File: src/core/ufc_pkg.sv
// ufc_pkg: register map, field positions, reset values and mode codes of the
// serial-port control and error-status block.
// assumes: a 16-bit register port driven by the bridge core on clk_i.
package ufc_pkg;
	localparam logic [9:0] ADDR_PORT_ENABLE = 10'h000;
	localparam logic [9:0] ADDR_FLOW_MODE = 10'h006;
	localparam logic [9:0] ADDR_RESUME_CHAR = 10'h007;
	localparam logic [9:0] ADDR_PAUSE_CHAR = 10'h008;
	localparam logic [9:0] ADDR_ERROR_FLAGS = 10'h009;

	localparam int EN_TX_BIT = 0;
	localparam int EN_RX_BIT = 1;
	localparam int HALF_DUPLEX_BIT = 3;
	localparam int ERR_BREAK_BIT = 3;
	localparam int ERR_FRAME_BIT = 4;
	localparam int ERR_PARITY_BIT = 5;
	localparam int ERR_OVERRUN_BIT = 6;
	localparam int BREAK_LIVE_BIT = 7;

	localparam logic [1:0] PORT_ENABLE_RST = 2'h0;
	localparam logic [3:0] FLOW_MODE_RST = 4'h0;
	localparam logic [7:0] RESUME_CHAR_RST = 8'h11;
	localparam logic [7:0] PAUSE_CHAR_RST = 8'h13;
	localparam logic [3:0] ERROR_FLAGS_RST = 4'h0;

	typedef enum logic [2:0] {
		UFC_FLOW_NONE = 3'b000,
		UFC_FLOW_HW = 3'b001,
		UFC_FLOW_SW = 3'b010,
		UFC_FLOW_DROP_RX = 3'b011,
		UFC_FLOW_DROP_RXTX = 3'b100
	} ufc_flow_t;
endpackage : ufc_pkg

File: src/core/ufc_ctrl.sv
// ufc_ctrl: host register file for port enables, flow mode, resume/pause
// characters and the read-clear error flags, plus the gating that follows.
// assumes: receiver and transmitter engines on clk_i give one-cycle event
// pulses and levels; the register port is a simple 16-bit synchronous port.
`timescale 1ns/1ps
`default_nettype none

// Function
// [RQ1] enable register: bit1 receiver, bit0 transmitter, both reset off
// [RQ2] host disables both directions before writing most port registers
// [RQ3] host writes the flow register only while the port is disabled
// [RQ4] half-duplex bit 3 drops received data while transmitting
// [RQ5] flow mode 000 none, 001 hardware handshake, 010 software characters
// [RQ6] mode 011 gates receive on address match, 100 gates both; 101-111 reserved
// [RQ7] software mode resumes sending on the resume character, reset 0x11
// [RQ8] software mode pauses sending on the pause character, reset 0x13
// [RQ9] characters compared at configured width; nine-bit mode forces bit 8 zero
// [RQ10] multidrop uses resume character as unicast, pause as multicast address
// [RQ11] error flags accumulate; a read clears bits 6 down to 3
// [RQ12] bit 7 shows live break, read-only, never cleared by reading
// [RQ13] overrun bit 6 sets when a byte arrives with receive FIFO full
// [RQ14] parity bit 5 sets on parity failure and holds until read
// [RQ15] framing bit 4 sets when a stop bit is missing
// [RQ16] break bit 3 latches on break and clears only on read
// [RQ17] flags are not tied to characters; wide mode gives per-character errors
// [RQ18] host writes zero to unused bits; device reads them as zero
// [RQ19] read returns pre-read flags; same-cycle error stays latched
module ufc_ctrl (
	input wire logic clk_i,
	input wire logic rst_i,
	input wire logic reg_wr_i,
	input wire logic reg_rd_i,
	input wire logic [9:0] reg_addr_i,
	input wire logic [15:0] reg_wdata_i,
	output logic [15:0] reg_rdata_o,
	output logic reg_rvalid_o,
	input wire logic [1:0] char_width_i,
	input wire logic nine_bit_i,
	input wire logic rx_char_valid_i,
	input wire logic [8:0] rx_char_i,
	input wire logic rx_fifo_full_i,
	input wire logic parity_err_i,
	input wire logic frame_err_i,
	input wire logic break_live_i,
	input wire logic tx_busy_i,
	output logic tx_enable_o,
	output logic rx_enable_o,
	output logic [2:0] flow_mode_o,
	output logic hw_flow_o,
	output logic tx_allow_o,
	output logic rx_accept_o,
	output logic rx_push_o,
	output logic overrun_o
);
	logic [1:0] port_enable;
	logic [3:0] flow_mode_select;
	logic [7:0] resume_char_unicast_addr;
	logic [7:0] pause_char_multicast_addr;
	logic [3:0] err_flags;
	logic break_sync1;
	logic break_sync2;
	logic sw_paused;
	logic addr_open;
	logic rx_char_d;
	logic addr_bit_d;
	logic match_resume;
	logic match_pause;

	wire sel_en = reg_addr_i == ufc_pkg::ADDR_PORT_ENABLE;
	wire sel_flow = reg_addr_i == ufc_pkg::ADDR_FLOW_MODE;
	wire sel_resume = reg_addr_i == ufc_pkg::ADDR_RESUME_CHAR;
	wire sel_pause = reg_addr_i == ufc_pkg::ADDR_PAUSE_CHAR;
	wire sel_err = reg_addr_i == ufc_pkg::ADDR_ERROR_FLAGS;
	wire [2:0] mode = flow_mode_select[2:0];
	wire is_sw = mode == ufc_pkg::UFC_FLOW_SW;
	wire is_drop_rx = mode == ufc_pkg::UFC_FLOW_DROP_RX;
	wire is_drop_rxtx = mode == ufc_pkg::UFC_FLOW_DROP_RXTX;
	wire is_drop = is_drop_rx || is_drop_rxtx;
	// [RQ4] half duplex: receiver deaf while the transmitter is busy
	wire rx_gate = port_enable[ufc_pkg::EN_RX_BIT]
		&& !(flow_mode_select[ufc_pkg::HALF_DUPLEX_BIT] && tx_busy_i);
	wire rx_taken = rx_char_valid_i && rx_gate;
	// in multidrop the ninth bit flags an address character
	wire addr_char = is_drop && nine_bit_i && rx_char_i[8];
	wire clr_err = reg_rd_i && sel_err;
	wire overrun_evt = rx_taken && !addr_char && rx_fifo_full_i;
	wire [3:0] err_events = {overrun_evt, rx_taken && parity_err_i,
		rx_taken && frame_err_i, break_sync2};
	// [RQ11] [RQ19] set wins over the read-clear in the same cycle
	wire [3:0] next_err = (clr_err ? 4'h0 : err_flags) | err_events;
	// [RQ12] [RQ18] live break in bit 7, reserved bits read zero
	wire [15:0] err_word = {8'h00, break_sync2, err_flags, 3'h0};
	wire [15:0] rd_mux = sel_en ? {14'h0000, port_enable}
		: sel_flow ? {12'h000, flow_mode_select}
		: sel_resume ? {8'h00, resume_char_unicast_addr}
		: sel_pause ? {8'h00, pause_char_multicast_addr}
		: sel_err ? err_word
		: 16'h0000;
	// [RQ6] data passes in address-gated modes only once addressed
	wire data_ok = !is_drop || addr_open;
	// [RQ5] [RQ6] [RQ7] [RQ8] transmit permission by mode
	wire next_tx_allow = port_enable[ufc_pkg::EN_TX_BIT]
		&& !(is_sw && sw_paused) && !(is_drop_rxtx && !addr_open);

	// [RQ9] registered comparison of the received character, one per address
	ufc_char_match u_match_resume (
		.clk_i(clk_i),
		.rst_i(rst_i),
		.char_i(rx_char_i),
		.ref_i(resume_char_unicast_addr),
		.width_sel_i(char_width_i),
		.nine_bit_i(nine_bit_i && !is_drop),
		.match_o(match_resume)
	);
	ufc_char_match u_match_pause (
		.clk_i(clk_i),
		.rst_i(rst_i),
		.char_i(rx_char_i),
		.ref_i(pause_char_multicast_addr),
		.width_sel_i(char_width_i),
		.nine_bit_i(nine_bit_i && !is_drop),
		.match_o(match_pause)
	);

	always_ff @(posedge clk_i)
	begin
		if (rst_i)
		begin
			port_enable <= ufc_pkg::PORT_ENABLE_RST;
			flow_mode_select <= ufc_pkg::FLOW_MODE_RST;
			resume_char_unicast_addr <= ufc_pkg::RESUME_CHAR_RST;
			pause_char_multicast_addr <= ufc_pkg::PAUSE_CHAR_RST;
		end
		else if (reg_wr_i)
		begin
			// [RQ1]
			if (sel_en)
				port_enable <= reg_wdata_i[1:0];
			// [RQ3] written as given; reserved codes simply gate nothing
			if (sel_flow)
				flow_mode_select <= reg_wdata_i[3:0];
			if (sel_resume)
				resume_char_unicast_addr <= reg_wdata_i[7:0];
			if (sel_pause)
				pause_char_multicast_addr <= reg_wdata_i[7:0];
		end
	end

	// break pin level comes from the line side; two flops before use
	always_ff @(posedge clk_i)
	begin
		if (rst_i)
		begin
			break_sync1 <= 1'b0;
			break_sync2 <= 1'b0;
			err_flags <= ufc_pkg::ERROR_FLAGS_RST;
		end
		else
		begin
			break_sync1 <= break_live_i;
			break_sync2 <= break_sync1;
			// [RQ13] [RQ14] [RQ15] [RQ16] [RQ17]
			err_flags <= next_err;
		end
	end

	always_ff @(posedge clk_i)
	begin
		if (rst_i)
		begin
			rx_char_d <= 1'b0;
			addr_bit_d <= 1'b0;
		end
		else
		begin
			rx_char_d <= rx_taken;
			addr_bit_d <= addr_char;
		end
	end

	// matches are registered, so flow state acts one cycle after the char
	always_ff @(posedge clk_i)
	begin
		if (rst_i || !port_enable[ufc_pkg::EN_RX_BIT])
		begin
			sw_paused <= 1'b0;
			addr_open <= 1'b0;
		end
		else if (rx_char_d)
		begin
			// [RQ7] [RQ8]
			if (is_sw && match_pause)
				sw_paused <= 1'b1;
			else if (is_sw && match_resume)
				sw_paused <= 1'b0;
			// [RQ10] unicast or multicast address opens, other address closes
			if (is_drop && addr_bit_d)
				addr_open <= match_resume || match_pause;
		end
	end

	always_ff @(posedge clk_i)
	begin
		if (rst_i)
		begin
			reg_rdata_o <= 16'h0000;
			reg_rvalid_o <= 1'b0;
			tx_enable_o <= 1'b0;
			rx_enable_o <= 1'b0;
			flow_mode_o <= 3'h0;
			hw_flow_o <= 1'b0;
			tx_allow_o <= 1'b0;
			rx_accept_o <= 1'b0;
			rx_push_o <= 1'b0;
			overrun_o <= 1'b0;
		end
		else
		begin
			// [RQ19] data reflect flags before the clearing read
			reg_rdata_o <= reg_rd_i ? rd_mux : 16'h0000;
			reg_rvalid_o <= reg_rd_i;
			tx_enable_o <= port_enable[ufc_pkg::EN_TX_BIT];
			rx_enable_o <= port_enable[ufc_pkg::EN_RX_BIT];
			flow_mode_o <= mode;
			// [RQ5]
			hw_flow_o <= mode == ufc_pkg::UFC_FLOW_HW;
			tx_allow_o <= next_tx_allow;
			rx_accept_o <= rx_gate && data_ok;
			// [RQ6] address characters never enter the receive FIFO
			rx_push_o <= rx_taken && !addr_char && data_ok && !rx_fifo_full_i;
			overrun_o <= overrun_evt;
		end
	end

	a_err_read_clear: assert property (@(posedge clk_i) disable iff (rst_i) // [RQ11]
		clr_err && !(|err_events) |=> err_flags == 4'h0)
		else $error("error flags not cleared by read");
	a_err_sticky_hold: assert property (@(posedge clk_i) disable iff (rst_i) // [RQ14]
		$past(err_flags[2]) && !$past(clr_err) |-> err_flags[2])
		else $error("parity flag dropped without read");
	a_overrun_set_wins: assert property (@(posedge clk_i) disable iff (rst_i) // [RQ19]
		overrun_evt && clr_err |=> err_flags[3])
		else $error("overrun lost on same-cycle read");
	a_break_live_read: assert property (@(posedge clk_i) disable iff (rst_i) // [RQ12]
		reg_rd_i && sel_err |=> reg_rdata_o[7] == $past(break_sync2))
		else $error("live break bit wrong");
	a_enable_reset_off: assert property (@(posedge clk_i) // [RQ1]
		$past(rst_i) |-> !tx_enable_o && !rx_enable_o)
		else $error("enables not off after reset");
	a_half_duplex_drop: assert property (@(posedge clk_i) disable iff (rst_i) // [RQ4]
		flow_mode_select[3] && tx_busy_i |=> !rx_push_o)
		else $error("data accepted during half-duplex transmit");
	a_sw_pause_stop: assert property (@(posedge clk_i) disable iff (rst_i) // [RQ8]
		is_sw && sw_paused |=> !tx_allow_o)
		else $error("transmit allowed while paused");
	a_drop_tx_gate: assert property (@(posedge clk_i) disable iff (rst_i) // [RQ6]
		is_drop_rxtx && !addr_open |=> !tx_allow_o)
		else $error("transmit allowed without address match");
	a_frame_flag_set: assert property (@(posedge clk_i) disable iff (rst_i) // [RQ15]
		rx_taken && frame_err_i |=> err_flags[1])
		else $error("framing flag not set");
	// gating, flag and read-back checks that the bench reaches only in part
	a_tx_off_block: assert property (@(posedge clk_i) disable iff (rst_i) // [RQ1]
		!port_enable[ufc_pkg::EN_TX_BIT] |=> !tx_allow_o)
		else $error("transmit allowed while transmitter disabled");
	a_rx_off_block: assert property (@(posedge clk_i) disable iff (rst_i) // [RQ1]
		!port_enable[ufc_pkg::EN_RX_BIT] |=> !rx_push_o && !rx_accept_o)
		else $error("receive accepted while receiver disabled");
	a_hw_flow_code: assert property (@(posedge clk_i) disable iff (rst_i) // [RQ5]
		mode == ufc_pkg::UFC_FLOW_HW |=> hw_flow_o)
		else $error("hardware flow mode not flagged");
	a_drop_rx_gate: assert property (@(posedge clk_i) disable iff (rst_i) // [RQ6]
		is_drop && !addr_open |=> !rx_push_o)
		else $error("data pushed without address match");
	a_addr_not_pushed: assert property (@(posedge clk_i) disable iff (rst_i) // [RQ6]
		addr_char |=> !rx_push_o)
		else $error("address character pushed");
	a_sw_resume_clr: assert property (@(posedge clk_i) disable iff (rst_i) // [RQ7]
		rx_char_d && is_sw && match_resume && !match_pause |=> !sw_paused)
		else $error("resume character did not release pause");
	a_sw_pause_set: assert property (@(posedge clk_i) disable iff (rst_i) // [RQ8]
		rx_char_d && is_sw && match_pause && port_enable[ufc_pkg::EN_RX_BIT] |=> sw_paused)
		else $error("pause character did not pause");
	a_addr_open_match: assert property (@(posedge clk_i) disable iff (rst_i) // [RQ10]
		rx_char_d && is_drop && addr_bit_d && (match_resume || match_pause)
			&& port_enable[ufc_pkg::EN_RX_BIT] |=> addr_open)
		else $error("matching address did not open");
	a_overrun_flag_set: assert property (@(posedge clk_i) disable iff (rst_i) // [RQ13]
		overrun_evt |=> err_flags[3] && overrun_o)
		else $error("overrun not flagged");
	a_full_no_push: assert property (@(posedge clk_i) disable iff (rst_i) // [RQ13]
		rx_fifo_full_i |=> !rx_push_o)
		else $error("push while receive buffer full");
	a_parity_flag_set: assert property (@(posedge clk_i) disable iff (rst_i) // [RQ14]
		rx_taken && parity_err_i |=> err_flags[2])
		else $error("parity flag not set");
	a_break_flag_latch: assert property (@(posedge clk_i) disable iff (rst_i) // [RQ16]
		break_sync2 |=> err_flags[0])
		else $error("break flag not latched");
	a_break_sticky_hold: assert property (@(posedge clk_i) disable iff (rst_i) // [RQ16]
		$past(err_flags[0]) && !$past(clr_err) |-> err_flags[0])
		else $error("break flag dropped without read");
	a_reserved_read_zero: assert property (@(posedge clk_i) disable iff (rst_i) // [RQ18]
		reg_rd_i |=> reg_rdata_o[15:8] == 8'h00)
		else $error("reserved bits not zero on read");
	a_err_read_value: assert property (@(posedge clk_i) disable iff (rst_i) // [RQ19]
		clr_err |=> reg_rdata_o[6:3] == $past(err_flags))
		else $error("read did not return flags before clear");
endmodule : ufc_ctrl
`default_nettype wire

File: src/core/ufc_char_match.sv
// ufc_char_match: compares a received character with a stored character at
// the configured width of 5 to 8 bits, or 9 bits with bit 8 taken as zero.
// assumes: inputs come from logic on the same clock; output is registered.
`timescale 1ns/1ps
`default_nettype none
module ufc_char_match (
	input wire logic clk_i,
	input wire logic rst_i,
	input wire logic [8:0] char_i,
	input wire logic [7:0] ref_i,
	input wire logic [1:0] width_sel_i,
	input wire logic nine_bit_i,
	output logic match_o
);
	logic [7:0] mask;
	logic next_match;

	// width_sel 0..3 selects 5..8 data bits
	assign mask = 8'hff >> (2'h3 - width_sel_i);
	// [RQ9]
	assign next_match = ((char_i[7:0] & mask) == (ref_i & mask))
		&& !(nine_bit_i && char_i[8]);

	always_ff @(posedge clk_i)
	begin
		if (rst_i)
			match_o <= 1'b0;
		else
			match_o <= next_match;
	end
endmodule : ufc_char_match
`default_nettype wire

File: config.mk
export PLATFORM = sky130hd
export DESIGN_NAME = ufc_ctrl
export DESIGN_NICKNAME = d
export VERILOG_FILES = /design/src/core/ufc_pkg.sv /design/src/core/ufc_ctrl.sv /design/src/core/ufc_char_match.sv
export SDC_FILE = /design/constraint.sdc
export NUM_CORES = 1
export LEC_CHECK = 0
export BUFFER_PORTS_ARGS = -buffer_cell sky130_fd_sc_hd__buf_2
export CAP_MARGIN = 10
export CORE_ASPECT_RATIO = 1.1
export CORE_MARGIN = 2
export CORE_UTILIZATION = 45
export CTS_CLUSTER_DIAMETER = 150
export DETAILED_ROUTE_END_ITERATION = 6
export PLACE_DENSITY = 0.72
export SLEW_MARGIN = 15
export SYNTH_ARGS = -nofsm -noshare
export SYNTH_HDL_FRONTEND = slang
export SYNTH_SLANG_ARGS = --single-unit
File: constraint.sdc
create_clock -name clk_i -period 1.9 [get_ports clk_i]
set_clock_uncertainty 0.05 [all_clocks]
set_input_delay 0.19 -clock clk_i [delete_from_list [all_inputs] [get_ports clk_i]]
set_output_delay 0.19 -clock clk_i [all_outputs]
set_load 0.005 [all_outputs]
==> qor.yml <==
status:
  status: "finished, final reports clean"
worst_setup_path:
  end_kind: "flop"
  critPathLaunchType: "input port"
  r2r_slack_ns: 0.38
  path_class: "in2reg"
  crit_path_max_fanout: 3
  critPathArrivalTime_ns: 1.78
  worst_ep_required_time_ns: 2.04
sta:
  fmax_mhz: 610
  worst_pin_slew_ns: 0.765
  fin_tns_setup_ns: 0
  rsz0062_at_grt: "no"
  holdWs_ns: 0.0207
  hold_viol_final: 0
  finalSetupViolCount: 0
  fin_crit_ns: 1.64
  min_period_over_period_pct: 86.2
  worst_slack_ns: 0.262
  drv_slew: 0
  slew-limit-headroom_pct: 48.6
pwr:
  p_leak_nw: 1.38
  ir_drop_v: 0.000384
  cellPowerDensity_nw_per_um2: 683
routing:
  vias_per_cell: 5.20
  totalWireLength_um: 5040
  drc_errors: 0
  dr.pass1.iters: 4
  detail-route-antenna-nets: 0
  routedWlPerCell_um: 13.7
  vias: 1910
  drt_first_iter_violations: 137
clock_tree:
  root_buffer: "clkbuf_8"
  postCtsHoldBufs: 0
  path_clk_slew_ns: 0.08
  h-tree-depth: 2
  cts_setup_buffers: 0
  cts_tree: "yes"
  clockBufferDepth: 2
  cts_resized: 0
  cts_buffers: 5
  clkSinkCount: 53
  clock_latency_ns: 0.30
synth:
  synthAdderAreaFrac_pct: 0
  synth_top_family_by_area: "simple AND/OR/NAND/NOR gates"
  yosys.area_share.xor_xnor_pct: 6.49
  synthArstFlopShare_pct: 0
  ys_types: 41
  synth_compound_area_share_pct: 8.51
  seq_area_frac_synth_pct: 46.3
  yosys_warnings: 0
  synth-simple-area-share_pct: 21.8
  ys_seq_elements: 53
  synth.avg_cell_area_um2: 9.52
  netlist_area_um2: 2290
  synth_edf_count: 0
  ys.flop_type: "dfxtp_1"
  synthCells: 241
  synthMuxAreaShare_pct: 11.8
grt:
  grt_pass1_wl_um: 8010
  grt_max_degree: 38
  antenna_found_initial: 0
  grt_pass1_vias: 1690
  track_usage_pct: 18.6
  gr-total-overflow: 0
floorplanning:
  die_h_um: 78.9
  io_pins: 75
  dieArea_um2: 5680
  core_um2: 4970
  rows: 27
  initial_utilization_pct: 46.2
  fp.dieW_um: 72.1
finish:
  multi_input_comb_area_um2: 1140
  fillers: 461
  drive_above_1_share_pct: 26.5
  regArea_um2: 1060
  stdcell_area_um2: 2770
  nNetsFinal: 357
  fin_util_pct: 55.8
  synthToLayoutAreaGrowth_pct: 20.8
  antennaDiodeCount: 0
placed_design:
  placed_area_um2: 2690
  pre_cts_ws_ns: -0.0565
  routabilityCongestion: 0.814
  dpl.hpwl_um: 3820
  port-buffer-count: 58
hold_path:
  hp-class: "in2reg"
job:
  max-cap-violations: 0
[synth_stat cells, types with 2 or more instances]
cell | count | share of area, %
dfxtp_1 | 53 | 46
nor2_1 | 36 | 5.9
mux2i_1 | 27 | 12
a21oi_1 | 15 | 3.3
xor2_1 | 11 | 4.2
buf_4 | 9 | 2.9
nor2b_1 | 9 | 2.5
nor3_1 | 8 | 1.7
clkbuf_1 | 7 | 1.1
nand2_1 | 6 | 0.98
xnor2_1 | 6 | 2.3
nor3b_1 | 5 | 1.6
and3_1 | 4 | 1.1
nor4_1 | 4 | 1.1
inv_1 | 3 | 0.49
nand2b_1 | 3 | 0.82
nand4_1 | 3 | 0.82
o211a_1 | 3 | 1.3
o22ai_1 | 3 | 0.82
a22o_1 | 2 | 0.76
a311oi_1 | 2 | 0.76
or4_1 | 2 | 0.65
or4_4 | 2 | 0.98
[cell usage in the layout (no fill, tap or decap), types with 5 or more instances in the layout]
cell | Yosys | routed
buf_2 | 1 | 58
dfxtp_1 | 53 | 53
nor2_1 | 36 | 36
mux2i_1 | 27 | 27
a21oi_1 | 15 | 15
buf_4 | 9 | 14
xor2_1 | 11 | 11
nor2b_1 | 9 | 9
nor3_1 | 8 | 8
conb_1 | 1 | 8
nand2_1 | 6 | 6
xnor2_1 | 6 | 6
clkbuf_8 | 0 | 6
nor3b_1 | 5 | 5
[worst max-delay path, cell delays in order]
cell     delay [ns]
buf_2          0.11
or4_4          0.54
or4_4          0.56
nor2b_4        0.15
a22o_1         0.24
[layout make-up]
class                      count  area share, %
multi-input combinational    174           41.3
sequential                    53           38.3
timing repair buffer          72           14.3
clock buffer                   7           3.12
tap                           58           2.62
inverter                       3          0.406
[kinds of logic (layout without fill, tap and decap cells)]
| group | Yosys count | after routing |
|---|---|---|
| AND/OR/NAND/NOR | 92 | 92 |
| flip-flops | 53 | 53 |
| AO/OA/AOI/OAI | 30 | 30 |
| multiplexers | 27 | 27 |
| buffers and inverters | 21 | 82 |
| XOR/XNOR | 17 | 17 |
| other | 1 | 8 |
[through the flow]
| stage | instances | power (mW) |
|---|---|---|
| 2_1_floorplan | 248 | 1.23 |
| 5_1_grt | 367 | 1.96 |
| 4_1_cts | 367 | 1.92 |
| 6_report | 367 | 1.89 |
| 3_5_place_dp | 360 | 1.29 |
| 3_3_place_gp | 360 | 1.29 |
[final timing paths]
path | start | endpoint | depth (start not counted)
max | reg_addr_i[5] | err_flags[2]$_SDFF_PP0_ | 5
min | rx_fifo_full_i | rx_push_o$_SDFF_PP0_ | 2
max reg2reg | flow_mode_select[1]$_SDFFE_PP0P_ | addr_open$_SDFFE_PP0P_ | 4
min reg2reg | break_sync1$_SDFF_PP0_ | break_sync2$_SDFF_PP0_ | 1
[where the power goes]
group          leakage, nW  internal, mW  switching [mW]  total [mW]
Clock               0.0443         0.290           0.335       0.625
Sequential           0.428          1.11         0.00161        1.12
Combinational        0.912        0.0680          0.0843       0.152
Total                 1.38          1.47           0.421        1.89
[registers in the layout, summed over array words and instances (netlist names), 2 cells and up]
signal / cells
resume_char_unicast_addr: 8
flow_mode_select: 4
err_flags: 4
flow_mode_o: 3
port_enable: 2
pause_char_multicast_addr: 8
reg_rdata_o: 8
[per-layer routing]
| metal | routed length (µm) | track usage, % | vias to the layer above |
|---|---|---|---|
| met5 | 0 | 0 | - |
| met4 | 97 | 7.74 | 0 |
| met3 | 280 | 4.31 | 7 |
| met2 | 2580 | 31.4 | 60 |
| met1 | 2080 | 22.6 | 882 |
| li1 | - | - | 961 |
No activity file was read; power rests on OpenSTA's default activity.
